==> src/ebt_pkg.sv <==
// Constants, states and carriers shared by the external bus sequencer
`default_nettype none

package ebt_pkg;

    // Timing: one clock_half_period per clock
    localparam int CLK_NS = 10;
    localparam int TCL_NS = 10;
    localparam int TCL_CLOCKS = (TCL_NS + CLK_NS - 1) / CLK_NS;

    // Widths
    localparam int ADDR_W = 24;
    localparam int DATA_W = 16;
    localparam int REGION_W = 3;
    localparam int NUM_REGIONS = 5;
    localparam int MCTC_W = 4;

    // Waitstate field limits
    localparam logic [3:0] MCTC_MAX = 4'hF;

    // Phase lengths in clock_half_period units
    localparam logic [7:0] BASE_DEMUX_NORM = 8'h04;
    localparam logic [7:0] BASE_DEMUX_EXT = 8'h06;
    localparam logic [7:0] BASE_MUX_NORM = 8'h06;
    localparam logic [7:0] BASE_MUX_EXT = 8'h08;

    // Reset values
    localparam logic STROBE_IDLE = 1'b1;
    localparam logic REF_RESET = 1'b1;
    localparam logic READY_RESET = 1'b1;

    typedef enum logic [2:0] {
        ST_IDLE,
        ST_ADDR,
        ST_CMD,
        ST_MUXW,
        ST_TRIS
    } ebt_state_e;

    // One bus_region_config entry
    typedef struct packed {
        logic mux;
        logic ale_ext;
        logic read_write_delay_select;
        logic [MCTC_W-1:0] mctc;
        logic mttc;
        logic ready_en;
    } ebt_cfg_s;

    // One bus access request
    typedef struct packed {
        logic [ADDR_W-1:0] addr;
        logic [DATA_W-1:0] wdata;
        logic write;
        logic [1:0] be;
        logic [REGION_W-1:0] region;
    } ebt_req_s;

endpackage : ebt_pkg

`default_nettype wire

==> src/ebt_bus_seq.sv <==
// External bus cycle sequencer with programmable waitstates
`default_nettype none

module ebt_bus_seq
    import ebt_pkg::*;
#(
    parameter int NREG = NUM_REGIONS
) (
    input wire logic clock,
    input wire logic rst_n,
    input wire logic req_valid,
    input wire ebt_req_s req,
    input wire ebt_cfg_s bus_region_config [NREG],
    input wire logic ready_n,
    input wire logic [DATA_W-1:0] ad_in,
    output logic bus_reference_clock,
    output logic [ADDR_W-1:0] address,
    output logic byte_high_enable_n,
    output logic ale,
    output logic read_n,
    output logic write_n,
    output logic write_high_byte_n,
    output logic write_low_byte_n,
    output logic [NREG-1:0] write_chip_select_n,
    output logic [NREG-1:0] cs_early_n,
    output logic [NREG-1:0] cs_latched_n,
    output logic [DATA_W-1:0] ad_out,
    output logic ad_oe_n,
    output logic req_accept,
    output logic cycle_done,
    output logic [DATA_W-1:0] read_data
);

    initial begin
        if (NREG < 1 || NREG > (1 << REGION_W)) begin
            $error("ebt_bus_seq: NREG out of range");
        end
        if (TCL_CLOCKS != 1) begin
            $error("ebt_bus_seq: half-period must be one clock");
        end
    end

    ebt_state_e state_q;
    ebt_state_e state_d;
    ebt_cfg_s cfg_q;
    ebt_cfg_s cfg_sel;
    ebt_req_s req_q;
    logic ref_q;
    logic addr_left_q;
    logic ready_hi_q;
    logic ready_s;
    logic wait_zero;
    logic fall;
    logic cmd_done;
    logic cycle_end;
    logic start;
    logic strobe_go;
    logic strobe_end;
    logic [NREG-1:0] cs_sel;
    logic [7:0] len_q;
    logic [7:0] ws_tcl;

    // Edge that takes the reference clock low
    assign fall = ref_q;

    ebt_sync #(
        .RESET_VAL(READY_RESET)
    ) u_ready_sync (
        .clock(clock),
        .rst_n(rst_n),
        .din(ready_n),
        .level_q(ready_s)
    );

    ebt_wait_cnt #(
        .W(MCTC_W)
    ) u_cmd_wait (
        .clock(clock),
        .rst_n(rst_n),
        .load(start),
        .load_val(MCTC_MAX - cfg_sel.mctc),
        .dec(state_q == ST_CMD && fall),
        .zero(wait_zero)
    );

    // Region configuration and select vector for a new request
    always_comb begin
        cs_sel = '1;
        cfg_sel = bus_region_config[0];
        if (32'(req.region) < NREG) begin
            cfg_sel = bus_region_config[req.region];
            cs_sel[req.region] = 1'b0;
        end
    end

    // Command phase ends on a falling edge after waits and ready
    assign cmd_done = wait_zero && !(cfg_q.ready_en && ready_hi_q);

    always_comb begin
        cycle_end = 1'b0;
        if (fall) begin
            case (state_q)
                ST_CMD: cycle_end = cmd_done && !cfg_q.mux && cfg_q.mttc;
                ST_MUXW: cycle_end = cfg_q.mttc;
                ST_TRIS: cycle_end = 1'b1;
                default: cycle_end = 1'b0;
            endcase
        end
    end

    assign start = fall && req_valid && (state_q == ST_IDLE || cycle_end);
    assign strobe_go = (state_q == ST_ADDR && fall && !addr_left_q &&
                        cfg_q.read_write_delay_select) ||
                       (state_q == ST_CMD && !fall);
    assign strobe_end = state_q == ST_CMD && fall && cmd_done;

    always_comb begin
        state_d = state_q;
        case (state_q)
            ST_IDLE: begin
                if (start) begin
                    state_d = ST_ADDR;
                end
            end
            ST_ADDR: begin
                if (fall && !addr_left_q) begin
                    state_d = ST_CMD;
                end
            end
            ST_CMD: begin
                if (strobe_end) begin
                    if (cfg_q.mux) begin
                        state_d = ST_MUXW;
                    end else if (!cfg_q.mttc) begin
                        state_d = ST_TRIS;
                    end else begin
                        state_d = start ? ST_ADDR : ST_IDLE;
                    end
                end
            end
            ST_MUXW: begin
                if (fall) begin
                    if (!cfg_q.mttc) begin
                        state_d = ST_TRIS;
                    end else begin
                        state_d = start ? ST_ADDR : ST_IDLE;
                    end
                end
            end
            ST_TRIS: begin
                if (fall) begin
                    state_d = start ? ST_ADDR : ST_IDLE;
                end
            end
            default: state_d = ST_IDLE;
        endcase
    end

    always_ff @(posedge clock) begin
        if (!rst_n) begin
            state_q <= ST_IDLE;
        end else begin
            state_q <= state_d;
        end
    end

    // Reference clock toggles every half-period
    always_ff @(posedge clock) begin
        if (!rst_n) begin
            ref_q <= REF_RESET;
        end else begin
            ref_q <= !ref_q;
        end
    end

    // Request capture and handshake
    always_ff @(posedge clock) begin
        if (!rst_n) begin
            cfg_q <= '0;
            req_q <= '0;
            req_accept <= 1'b0;
            cycle_done <= 1'b0;
            addr_left_q <= 1'b0;
        end else begin
            req_accept <= start;
            cycle_done <= cycle_end;
            if (start) begin
                cfg_q <= cfg_sel;
                req_q <= req;
                addr_left_q <= cfg_sel.ale_ext;
            end else if (state_q == ST_ADDR && fall) begin
                addr_left_q <= 1'b0;
            end
        end
    end

    // Ready sampled at the rising reference edge
    always_ff @(posedge clock) begin
        if (!rst_n) begin
            ready_hi_q <= READY_RESET;
        end else if (!fall) begin
            ready_hi_q <= ready_s;
        end
    end

    // Address, byte enable and early selects move on falling edges
    always_ff @(posedge clock) begin
        if (!rst_n) begin
            address <= '0;
            byte_high_enable_n <= STROBE_IDLE;
            cs_early_n <= '1;
        end else if (start) begin
            address <= req.addr;
            byte_high_enable_n <= !req.be[1];
            cs_early_n <= cs_sel;
        end else if (cycle_end) begin
            cs_early_n <= '1;
        end
    end

    // Latch strobe rises on falling edge, drops on rising edge
    always_ff @(posedge clock) begin
        if (!rst_n) begin
            ale <= 1'b0;
            cs_latched_n <= '1;
        end else if (start) begin
            ale <= 1'b1;
        end else if (state_q == ST_ADDR && !fall && !addr_left_q) begin
            ale <= 1'b0;
            cs_latched_n <= cs_of(req_q.region);
        end else if (state_q == ST_IDLE && !fall) begin
            cs_latched_n <= '1;
        end
    end

    function automatic logic [NREG-1:0] cs_of(input logic [REGION_W-1:0] r);
        logic [NREG-1:0] v;
        v = '1;
        if (32'(r) < NREG) begin
            v[r] = 1'b0;
        end
        return v;
    endfunction : cs_of

    // Read and write strobes
    always_ff @(posedge clock) begin
        if (!rst_n) begin
            read_n <= STROBE_IDLE;
            write_n <= STROBE_IDLE;
            write_high_byte_n <= STROBE_IDLE;
            write_low_byte_n <= STROBE_IDLE;
            write_chip_select_n <= '1;
        end else if (strobe_end) begin
            read_n <= STROBE_IDLE;
            write_n <= STROBE_IDLE;
            write_high_byte_n <= STROBE_IDLE;
            write_low_byte_n <= STROBE_IDLE;
            write_chip_select_n <= '1;
        end else if (strobe_go) begin
            read_n <= req_q.write;
            write_n <= !req_q.write;
            write_high_byte_n <= !(req_q.write && req_q.be[1]);
            write_low_byte_n <= !(req_q.write && req_q.be[0]);
            write_chip_select_n <= req_q.write ? cs_of(req_q.region) : '1;
        end
    end

    // Shared address/data lines and read data capture
    always_ff @(posedge clock) begin
        if (!rst_n) begin
            ad_out <= '0;
            ad_oe_n <= 1'b1;
            read_data <= '0;
        end else begin
            if (strobe_end) begin
                ad_oe_n <= 1'b1;
                if (!req_q.write) begin
                    read_data <= ad_in;
                end
            end else if (state_q == ST_ADDR && fall && !addr_left_q &&
                         cfg_q.mux) begin
                ad_out <= req_q.wdata;
                ad_oe_n <= !req_q.write;
            end
            if (start) begin
                if (cfg_sel.mux) begin
                    ad_out <= req.addr[DATA_W-1:0];
                    ad_oe_n <= 1'b0;
                end else begin
                    ad_out <= req.wdata;
                    ad_oe_n <= !req.write;
                end
            end
        end
    end

    assign bus_reference_clock = ref_q;

    // Cycle length observation for the checks below
    always_ff @(posedge clock) begin
        if (!rst_n) begin
            len_q <= '0;
        end else if (start) begin
            len_q <= 8'h01;
        end else if (state_q != ST_IDLE) begin
            len_q <= len_q + 8'h01;
        end
    end

    assign ws_tcl = {3'h0, MCTC_MAX - cfg_q.mctc, 1'b0} +
                    {6'h00, !cfg_q.mttc, 1'b0};
endmodule : ebt_bus_seq

`default_nettype wire

==> src/ebt_sync.sv <==
// Three-stage synchroniser for an asynchronous level input
`default_nettype none

module ebt_sync
    import ebt_pkg::*;
#(
    parameter logic RESET_VAL = 1'b1
) (
    input wire logic clock,
    input wire logic rst_n,
    input wire logic din,
    output logic level_q
);

    logic s1_q;
    logic s2_q;
    logic s3_q;

    // Change accepted once stages two and three agree
    always_ff @(posedge clock) begin
        if (!rst_n) begin
            s1_q <= RESET_VAL;
            s2_q <= RESET_VAL;
            s3_q <= RESET_VAL;
            level_q <= RESET_VAL;
        end else begin
            s1_q <= din;
            s2_q <= s1_q;
            s3_q <= s2_q;
            if (s2_q == s3_q) begin
                level_q <= s3_q;
            end
        end
    end

endmodule : ebt_sync

`default_nettype wire

==> src/ebt_wait_cnt.sv <==
// Loadable down counter for command waitstates
`default_nettype none

module ebt_wait_cnt
    import ebt_pkg::*;
#(
    parameter int W = MCTC_W
) (
    input wire logic clock,
    input wire logic rst_n,
    input wire logic load,
    input wire logic [W-1:0] load_val,
    input wire logic dec,
    output logic zero
);

    logic [W-1:0] cnt_q;

    initial begin
        if (W < 1) begin
            $error("ebt_wait_cnt: W must be at least 1");
        end
    end

    always_ff @(posedge clock) begin
        if (!rst_n) begin
            cnt_q <= '0;
        end else if (load) begin
            cnt_q <= load_val;
        end else if (dec && cnt_q != '0) begin
            cnt_q <= cnt_q - W'(1);
        end
    end

    assign zero = (cnt_q == '0);

endmodule : ebt_wait_cnt

`default_nettype wire
==> config.mk <==
export PLATFORM = sky130hd
export DESIGN_NAME = ebt_bus_seq
export DESIGN_NICKNAME = d
export VERILOG_FILES = /design/src/ebt_pkg.sv /design/src/ebt_bus_seq.sv /design/src/ebt_sync.sv /design/src/ebt_wait_cnt.sv
export SDC_FILE = /design/constraint.sdc
export NUM_CORES = 1
export LEC_CHECK = 0
export ABC_AREA = 1
export BUFFER_PORTS_ARGS = -buffer_cell sky130_fd_sc_hd__buf_2
export CAP_MARGIN = 10
export CORE_UTILIZATION = 40
export DETAILED_ROUTE_END_ITERATION = 10
export GPL_ROUTABILITY_DRIVEN = 0
export HOLD_SLACK_MARGIN = 0.06
export PLACE_DENSITY = 0.7
export SYNTH_ARGS = -nofsm -noshare
export SYNTH_HDL_FRONTEND = slang
export SYNTH_SLANG_ARGS = --single-unit
==> constraint.sdc <==
create_clock -name clock -period 3.45 [get_ports clock]
set_input_delay 0.345 -clock clock [delete_from_list [all_inputs] [get_ports clock]]
set_output_delay 0.345 -clock clock [all_outputs]
set_load 0.02 [all_outputs]
==> results.cfg, run 1 <==
[run_status]
run_status = completed

[timing]
layout_setup_ws_ns = 1.02
worst_slew_pin_slew_ns = 0.832
hold_violations = 0
unrepaired_setup_endpoints_after_global_routing = no
slew_headroom_pct = 44.4
timing.final.setup_violations = 0
worst_clock_skew_ns = 0.0110
finalMaxSlewViolations = 0
timing.final.crit_share_pct = 70.5
finalWorstPathRequiredPeriod_ns = 2.43
maxClockFrequency_ghz = 0.411
final.setup.tns_ns = 0

[clock_network]
post_cts_clock_slew_at_the_launch_and_capture_registers_of_the_worst_setup_and_hold_paths_ns = 0.05
clock_tree.root_cell = clkbuf_16
cts-resized-gates = 0
cts_max_level = 4
clkLatencyLatePin_ns = 0.42
post_cts.repair.setup_buffers = 0
cts_hold_repair.buffers = 0
cts_buffer_depth = 2
number_of_clock_buffers_inserted_by_tritoncts = 17
clock_sink_count = 120
clock_tree_from_tritoncts = built

[routing]
detailedRoute.firstIterationViolations = 309
routed_wl_mm = 15.2
detail_route.wl_per_cell_um = 13.2
number_of_iterations_in_the_first_detailed_routing_pass = 5
detail_route.drc_violations = 0
antenna_violating_nets_post_route = 0
vias = 5601
vias_per_cell = 4.86

[logic_synthesis]
synth-async-reset-ratio_pct = 0
synth_seq_cells = 120
synth.cell_area_sq_um = 5450
synth.top_cell.area_share_pct = 44.1
yosysWarningCount = 0
synth_flop_cell = dfxtp_1
post_synth.cell_area_avg_sq_um = 6.95
synth_nets = 897
seq_area_frac_synth_pct = 44.1
synth_enable_flop_cells = 0
ys_top_cells_by_area = dfxtp_1 (44%), nand2_1 (14%), o21ai_0 (9.5%)
post_synth_inst_count = 784
synthDistinctLibCells = 41
synthDominantAreaCellType = dfxtp_1

[global_route]
global_route_wire_length_before_repair_mm = 24.9
overflow = 0
grt_max_degree = 61
first_global_vias = 5213
grt_util_all_layers_pct = 22.2
antenna_found_initial = 0

[critical_path]
critical_path.max_fanout = 38
slowest_delay_ns = 0.52
crit_arrival_ns = 2.79
worstSetupPathType = reg2reg
path_depth_of_the_worst_reg2reg_path = 14
path_buf_inv = 3
r2r-end = ad_out[4]
setup.worst_path.end_class = flop
timing.rr.start = u_cmd_wait.cnt_q[0]
critical_path.startpoint_type = flop
critPathSlowestCell = nand2_2
cell_by_cell_trace_of_the_critical_path = inv_1 -> ha_1 -> nand2_1 -> nor2_1 -> nand2_1 -> nand2_1 -> nand2_4 -> nand2_4 -> nand2_2 -> buf_4 -> o21ai_0 -> nand2_1 -> inv_1 -> nor2_1
worst_path_dominant_cell_family = simple AND/OR/NAND/NOR gates
crit_top_cell = nand2_1
worst-path-stages = 14
worst-endpoint-required_ns = 3.81
ff2ff_setup_slack_ns = 1.02

[place]
dpl_worst_slack_ns = 1.05
detailedPlacementHpwl_mm = 10.6
placed_cells = 1120
port-buffer-count = 191

[floorplan]
fp.dieH_um = 119
die_area_sq_um = 14100
initial_utilization_pct = 41.2
die-width_um = 119
core_area_sq_um = 13200
rows = 42
pin_count = 192

[cells_and_area]
flow.area_growth_from_synthesis_pct = 29.5
drive_above_1_share_pct = 27.5
layout.core_utilization_pct = 53.3
design.final.nets = 1076
diodes = 0
layout.area.seq_sq_um = 2400
final_cells = 1152
area_of_combinational_cells_with_multiple_inputs_sq_um = 2650
nFillCells = 1343

[hold_path]
terminating_pin_of_the_worst_hold_path = u_ready_sync.s1_q
hold_path.class = in2reg
min_delay_path_depth = 2
hp-start = ready_n

[job]
cap_violations = 0

[power_and_ir_drop]
max-vdd-ir-drop_v = 0.000347
leak_pwr_nw = 3.43
pwr_density_cell_nw_per_um2 = 693
[layout make-up]
type | count | share of cell area, %
clock buffers | 22 | 7.00
clock inverters | 10 | 1.31
inverters | 51 | 2.78
multi-input cells | 576 | 37.6
flip-flops and latches | 120 | 34.0
well taps | 176 | 3.12
repair buffers | 197 | 14.2
[Yosys cell counts, types with 3 or more instances]
library cell,number
nand2_1,198
nor2_1,133
dfxtp_1,120
o21ai_0,104
inv_1,45
a21oi_1,35
nand3_1,28
clkbuf_1,18
nand2_2,15
o21ai_1,14
buf_2,12
nor3_1,8
or2_2,5
o211ai_1,4
buf_6,3
inv_2,3
nand2_4,3
o21a_1,3
o22ai_1,3
[report_power, final]
part           switching, mW  internal [mW]  total (mW)
combinational          0.943          0.471        1.41
clock                  0.641           1.08        1.72
sequential             0.134           1.62        1.75
[per-layer routing]
layer,wire length (um),vias up,track usage (%)
met1,6880,2573,27.1
met2,7150,129,36.1
met3,837,24,6.95
met4,301,0,9.02
li1,-,2875,-
met5,0,-,0
[cells in the final DEF (no fill, tap or decap), drive strengths merged, types with 2 or more instances in the layout]
cell / count
o21ai: 118
nor2: 138
ha: 2
clkinv: 5
dfxtp: 120
xnor2: 2
or2: 7
inv: 51
nand4: 3
nand3: 30
clkinvlp: 4
o21a: 3
nand2: 216
clkbuf: 22
o22ai: 3
a21oi: 36
buf: 197
o211ai: 5
nor3: 8
[cell families (layout without fill, tap and decap cells)]
family	after synthesis	in the layout	share of synthesized area [%]
and+or+nand+nor	402	402	31.3
AOI/OAI and AO/OA	169	169	16.5
DFF	120	120	44.1
buffers and inverters	88	280	7.25
xor gates and xnor gates	3	3	0.482
adders and majority gates	2	2	0.459
[how the worst max path moves through the flow]
| stage | start | end |
|---|---|---|
| 2_1_floorplan | bus_reference_clock | ad_oe_n |
| 3_3_place_gp | u_cmd_wait.cnt_q[0] | ad_out[4] |
| 3_5_place_dp | u_cmd_wait.cnt_q[0] | ad_out[0] |
| 4_1_cts | u_cmd_wait.cnt_q[0] | ad_out[0] |
| 5_1_grt | u_cmd_wait.cnt_q[0] | ad_out[4] |
| 6_report | u_cmd_wait.cnt_q[0] | ad_out[4] |
[state kept, by name, indices dropped and copies added (netlist names), 3 cells and up]
register	cells
write_chip_select_n	5
cfg_q	4
address	24
ad_out	16
state_q	3
cs_early_n	5
u_cmd_wait.cnt_q	4
read_data	16
cs_latched_n	5
req_q	22
[metrics by stage]
stage / hold WS (ns) / area, sq um / power, mW
finish: 0.112 / 7060 / 4.89
global route: 0.0986 / 7060 / 5.19
CTS: 0.0933 / 7060 / 4.93
detailed placement: 0.397 / 6470 / 3.19
global placement: 0.401 / 6470 / 3.18
floorplan: 0.393 / 5450 / 2.79
No activity file was read; power rests on OpenSTA's default activity.
==> run 2, diff against run 1 <==
- ABC_AREA: 1 -> 0
- clock period: 3.45 -> 2.5 ns (I/O delays scaled with it)
==> run 2 against run 1 <==
Setup slack got worse by 0.76 ns. Via count fell by 11%. Routed wire length fell by 6.2%. Sequential share of layout area fell by 0.88 points. Non-clock buffer count rose by 11. Sequential power rose by 27%. Utilization rose by 0.98 points. Clock power rose by 53%. Final area rose by 2.6%. Critical path type unchanged. Critical endpoint is now req_q[6]. Largest cell class unchanged.
==> results.cfg, run 2 <==
[run_status]
run_status = completed

[place]
detailedPlacementHpwl_mm = 9.99
port-buffer-count = 191
area_post_placement_sq_um = 6580

[logic_synthesis]
synthDominantAreaCellType = dfxtp_1
synth-async-reset-ratio_pct = 0
synth_nets = 738
synth_flop_cell = dfxtp_1
yosysWarningCount = 0
synthDistinctLibCells = 59
post_synth_inst_count = 625
seq_area_frac_synth_pct = 43.6
ys_top_cells_by_area = dfxtp_1 (44%), nand2_1 (9.3%), mux2i_1 (6.9%)
synthMostInstantiatedCell = nand2_1
synthTopCellsByCount = nand2_1 (137), dfxtp_1 (120), a21boi_0 (47)
synth.cell_area_sq_um = 5510
synth_enable_flop_cells = 0
post_synth.cell_area_avg_sq_um = 8.81
synth_seq_cells = 120
synth.top_cell.area_share_pct = 43.6

[timing]
slew_headroom_pct = 62.8
worst_clock_skew_ns = 0.00445
final.setup.tns_ns = 0
timing.final.setup_violations = 0
hold_violations = 0
finalWorstPathRequiredPeriod_ns = 2.24
finalMaxSlewViolations = 0
maxClockFrequency_ghz = 0.447
timing.final.crit_share_pct = 89.5
worst_slew_pin_slew_ns = 0.544
unrepaired_setup_endpoints_after_global_routing = no

[global_route]
antenna_found_initial = 0
overflow = 0
global_route_wire_length_before_repair_mm = 23.4
grt_util_all_layers_pct = 20.7
first_global_vias = 4788
grt_max_degree = 68

[critical_path]
r2r-end = req_q[6]
critPathSlowestCell = a211o_2
slowest_delay_ns = 0.40
worst_path_dominant_cell_family = compound AO/OA/AOI/OAI gates
cell_by_cell_trace_of_the_critical_path = inv_1 -> ha_1 -> nor3b_2 -> a211oi_1 -> a211o_2 -> buf_4 -> nand2_1 -> a21boi_0
crit_arrival_ns = 2.57
critical_path.max_fanout = 16
timing.rr.start = u_cmd_wait.cnt_q[0]
worst-endpoint-required_ns = 2.83
path_buf_inv = 2
path_depth_of_the_worst_reg2reg_path = 8
ff2ff_setup_slack_ns = 0.26
worstSetupPathType = reg2reg
critical_path.startpoint_type = flop
setup.worst_path.end_class = flop

[routing]
detail_route.wl_per_cell_um = 14.3
antenna_violating_nets_post_route = 0
vias = 4959
detailedRoute.firstIterationViolations = 273
routed_wl_mm = 14.2
detail_route.drc_violations = 0
number_of_iterations_in_the_first_detailed_routing_pass = 4
vias_per_cell = 4.99

[hold_path]
terminating_pin_of_the_worst_hold_path = address[18]
hp-start = req[40]
min_delay_path_depth = 3
hold_path.class = in2reg

[cells_and_area]
stdcell_area_sq_um = 7250
layout_commonest_cell = buf_2
top_register = address
nFillCells = 1300
largest_registers = address: 24 flops, req_q: 22 flops
diodes = 0
largest_register_ff_count = 24
mostFrequentLayoutCells = buf_2 (191), nand2_1 (137), dfxtp_1 (120), a21boi_0 (47), mux2i_1 (38)
design.final.nets = 919
flow.area_growth_from_synthesis_pct = 31.6
drive_above_1_share_pct = 33.0

[floorplan]
fp.dieH_um = 119
rows = 42
initial_utilization_pct = 41.2
die_area_sq_um = 14200
die-width_um = 119
core_area_sq_um = 13300
pin_count = 192

[clock_network]
cts_max_level = 4
clkLatencyLatePin_ns = 0.41
clock_tree.root_cell = clkbuf_16
post_cts_clock_slew_at_the_launch_and_capture_registers_of_the_worst_setup_and_hold_paths_ns = 0.05
number_of_clock_buffers_inserted_by_tritoncts = 17
cts_buffer_depth = 2
clock_tree_from_tritoncts = built
clock_sink_count = 120

[power_and_ir_drop]
pwr_density_cell_nw_per_um2 = 838
max-vdd-ir-drop_v = 0.000416
leak_pwr_nw = 3.18

[job]
cap_violations = 0
-- run 2: cell count changes after synthesis, moves of 8 or more --
cell	previous run	this run
nor2b_1	0	25
inv_1	45	11
nand2_2	15	0
o21ai_0	104	36
a21boi_0	0	47
nor2_1	133	18
nand3_1	28	11
nand2_1	198	137
nand2b_1	0	8
mux2i_1	0	38
o21ai_1	14	0
mux2_2	0	18
-- run 2: per-stage QoR --
step	std cells	worst slack (ns)	util [%]	hold slack (ns)	power, mW
6_report	994	0.263	54.3	0.0929	6.08
5_1_grt	994	0.0736	54.3	0.0856	6.37
4_1_cts	994	0.230	54.3	0.0750	6.11
3_5_place_dp	961	0.267	49.3	0.398	3.47
3_3_place_gp	961	0.362	49.3	0.411	3.46
2_1_floorplan	625	0.595	-	0.351	3.07
-- run 2: timing repair --
| item | 4_1_cts | 5_1_grt |
|---|---|---|
| endpoints found under the setup margin | 0 | 3 |
| hold buffers | 2 | 0 |
| gates resized for setup | 0 | 1 |
| endpoints found under the hold margin | 2 | 0 |
| buffers inserted | 0 | 0 |
-- run 2: power breakdown --
| group | internal (mW) | leakage, nW | switching (mW) |
|---|---|---|---|
| logic | 0.498 | 1.88 | 0.722 |
| clock network | 1.79 | 0.316 | 0.835 |
| registers | 2.10 | 0.980 | 0.124 |
-- run 2: kinds of logic (layout without fill, tap and decap cells) --
logic type	after synthesis	in the layout	share of synthesized area, %
AOI/OAI and AO/OA	155	155	18.6
xor gates and xnor gates	1	1	0.159
adders and majority gates	2	2	0.454
buffers and inverters	57	250	5.20
DFF	120	120	43.6
muxes	60	60	12.2
and+or+nand+nor	230	230	19.7
-- run 2: worst max path at each step --
| stage | slack (ns) | from | depth (start not counted) | end |
|---|---|---|---|---|
| 2_1_floorplan | 0.60 | u_cmd_wait.cnt_q[0] | 8 | ad_out[10] |
| 3_3_place_gp | 0.36 | u_cmd_wait.cnt_q[0] | 9 | ad_out[1] |
| 3_5_place_dp | 0.27 | u_cmd_wait.cnt_q[0] | 9 | ad_out[7] |
| 4_1_cts | 0.23 | u_cmd_wait.cnt_q[0] | 9 | ad_out[1] |
| 5_1_grt | 0.07 | u_cmd_wait.cnt_q[0] | 9 | ad_out[0] |
| 6_report | 0.26 | u_cmd_wait.cnt_q[0] | 8 | req_q[6] |
-- run 2: tightest hold or removal path, cell delays in order --
cell and delay (ns):
buf_2 0.09, nand2_1 0.04, a21boi_0 0.06
-- run 2: per-layer routing --
layer  vias to the layer above  track usage [%]  share of wire (%)
met3                        18             6.66                5.7
met2                       130             33.2                 47
met5                         -                0                  0
li1                       2520                -                  -
met4                         0             7.89                1.7
met1                      2291             25.8                 46
-- run 2: cell type report --
cell class | count | area, sq um | share of cell area, %
clock buffer | 24 | 502 | 6.92
sequential | 120 | 2400 | 33.1
timing repair buffer | 208 | 1120 | 15.4
tap | 176 | 220 | 3.04
clock inverter | 7 | 139 | 1.92
inverter | 11 | 41.3 | 0.570
multi-input combinational | 448 | 2830 | 39.0
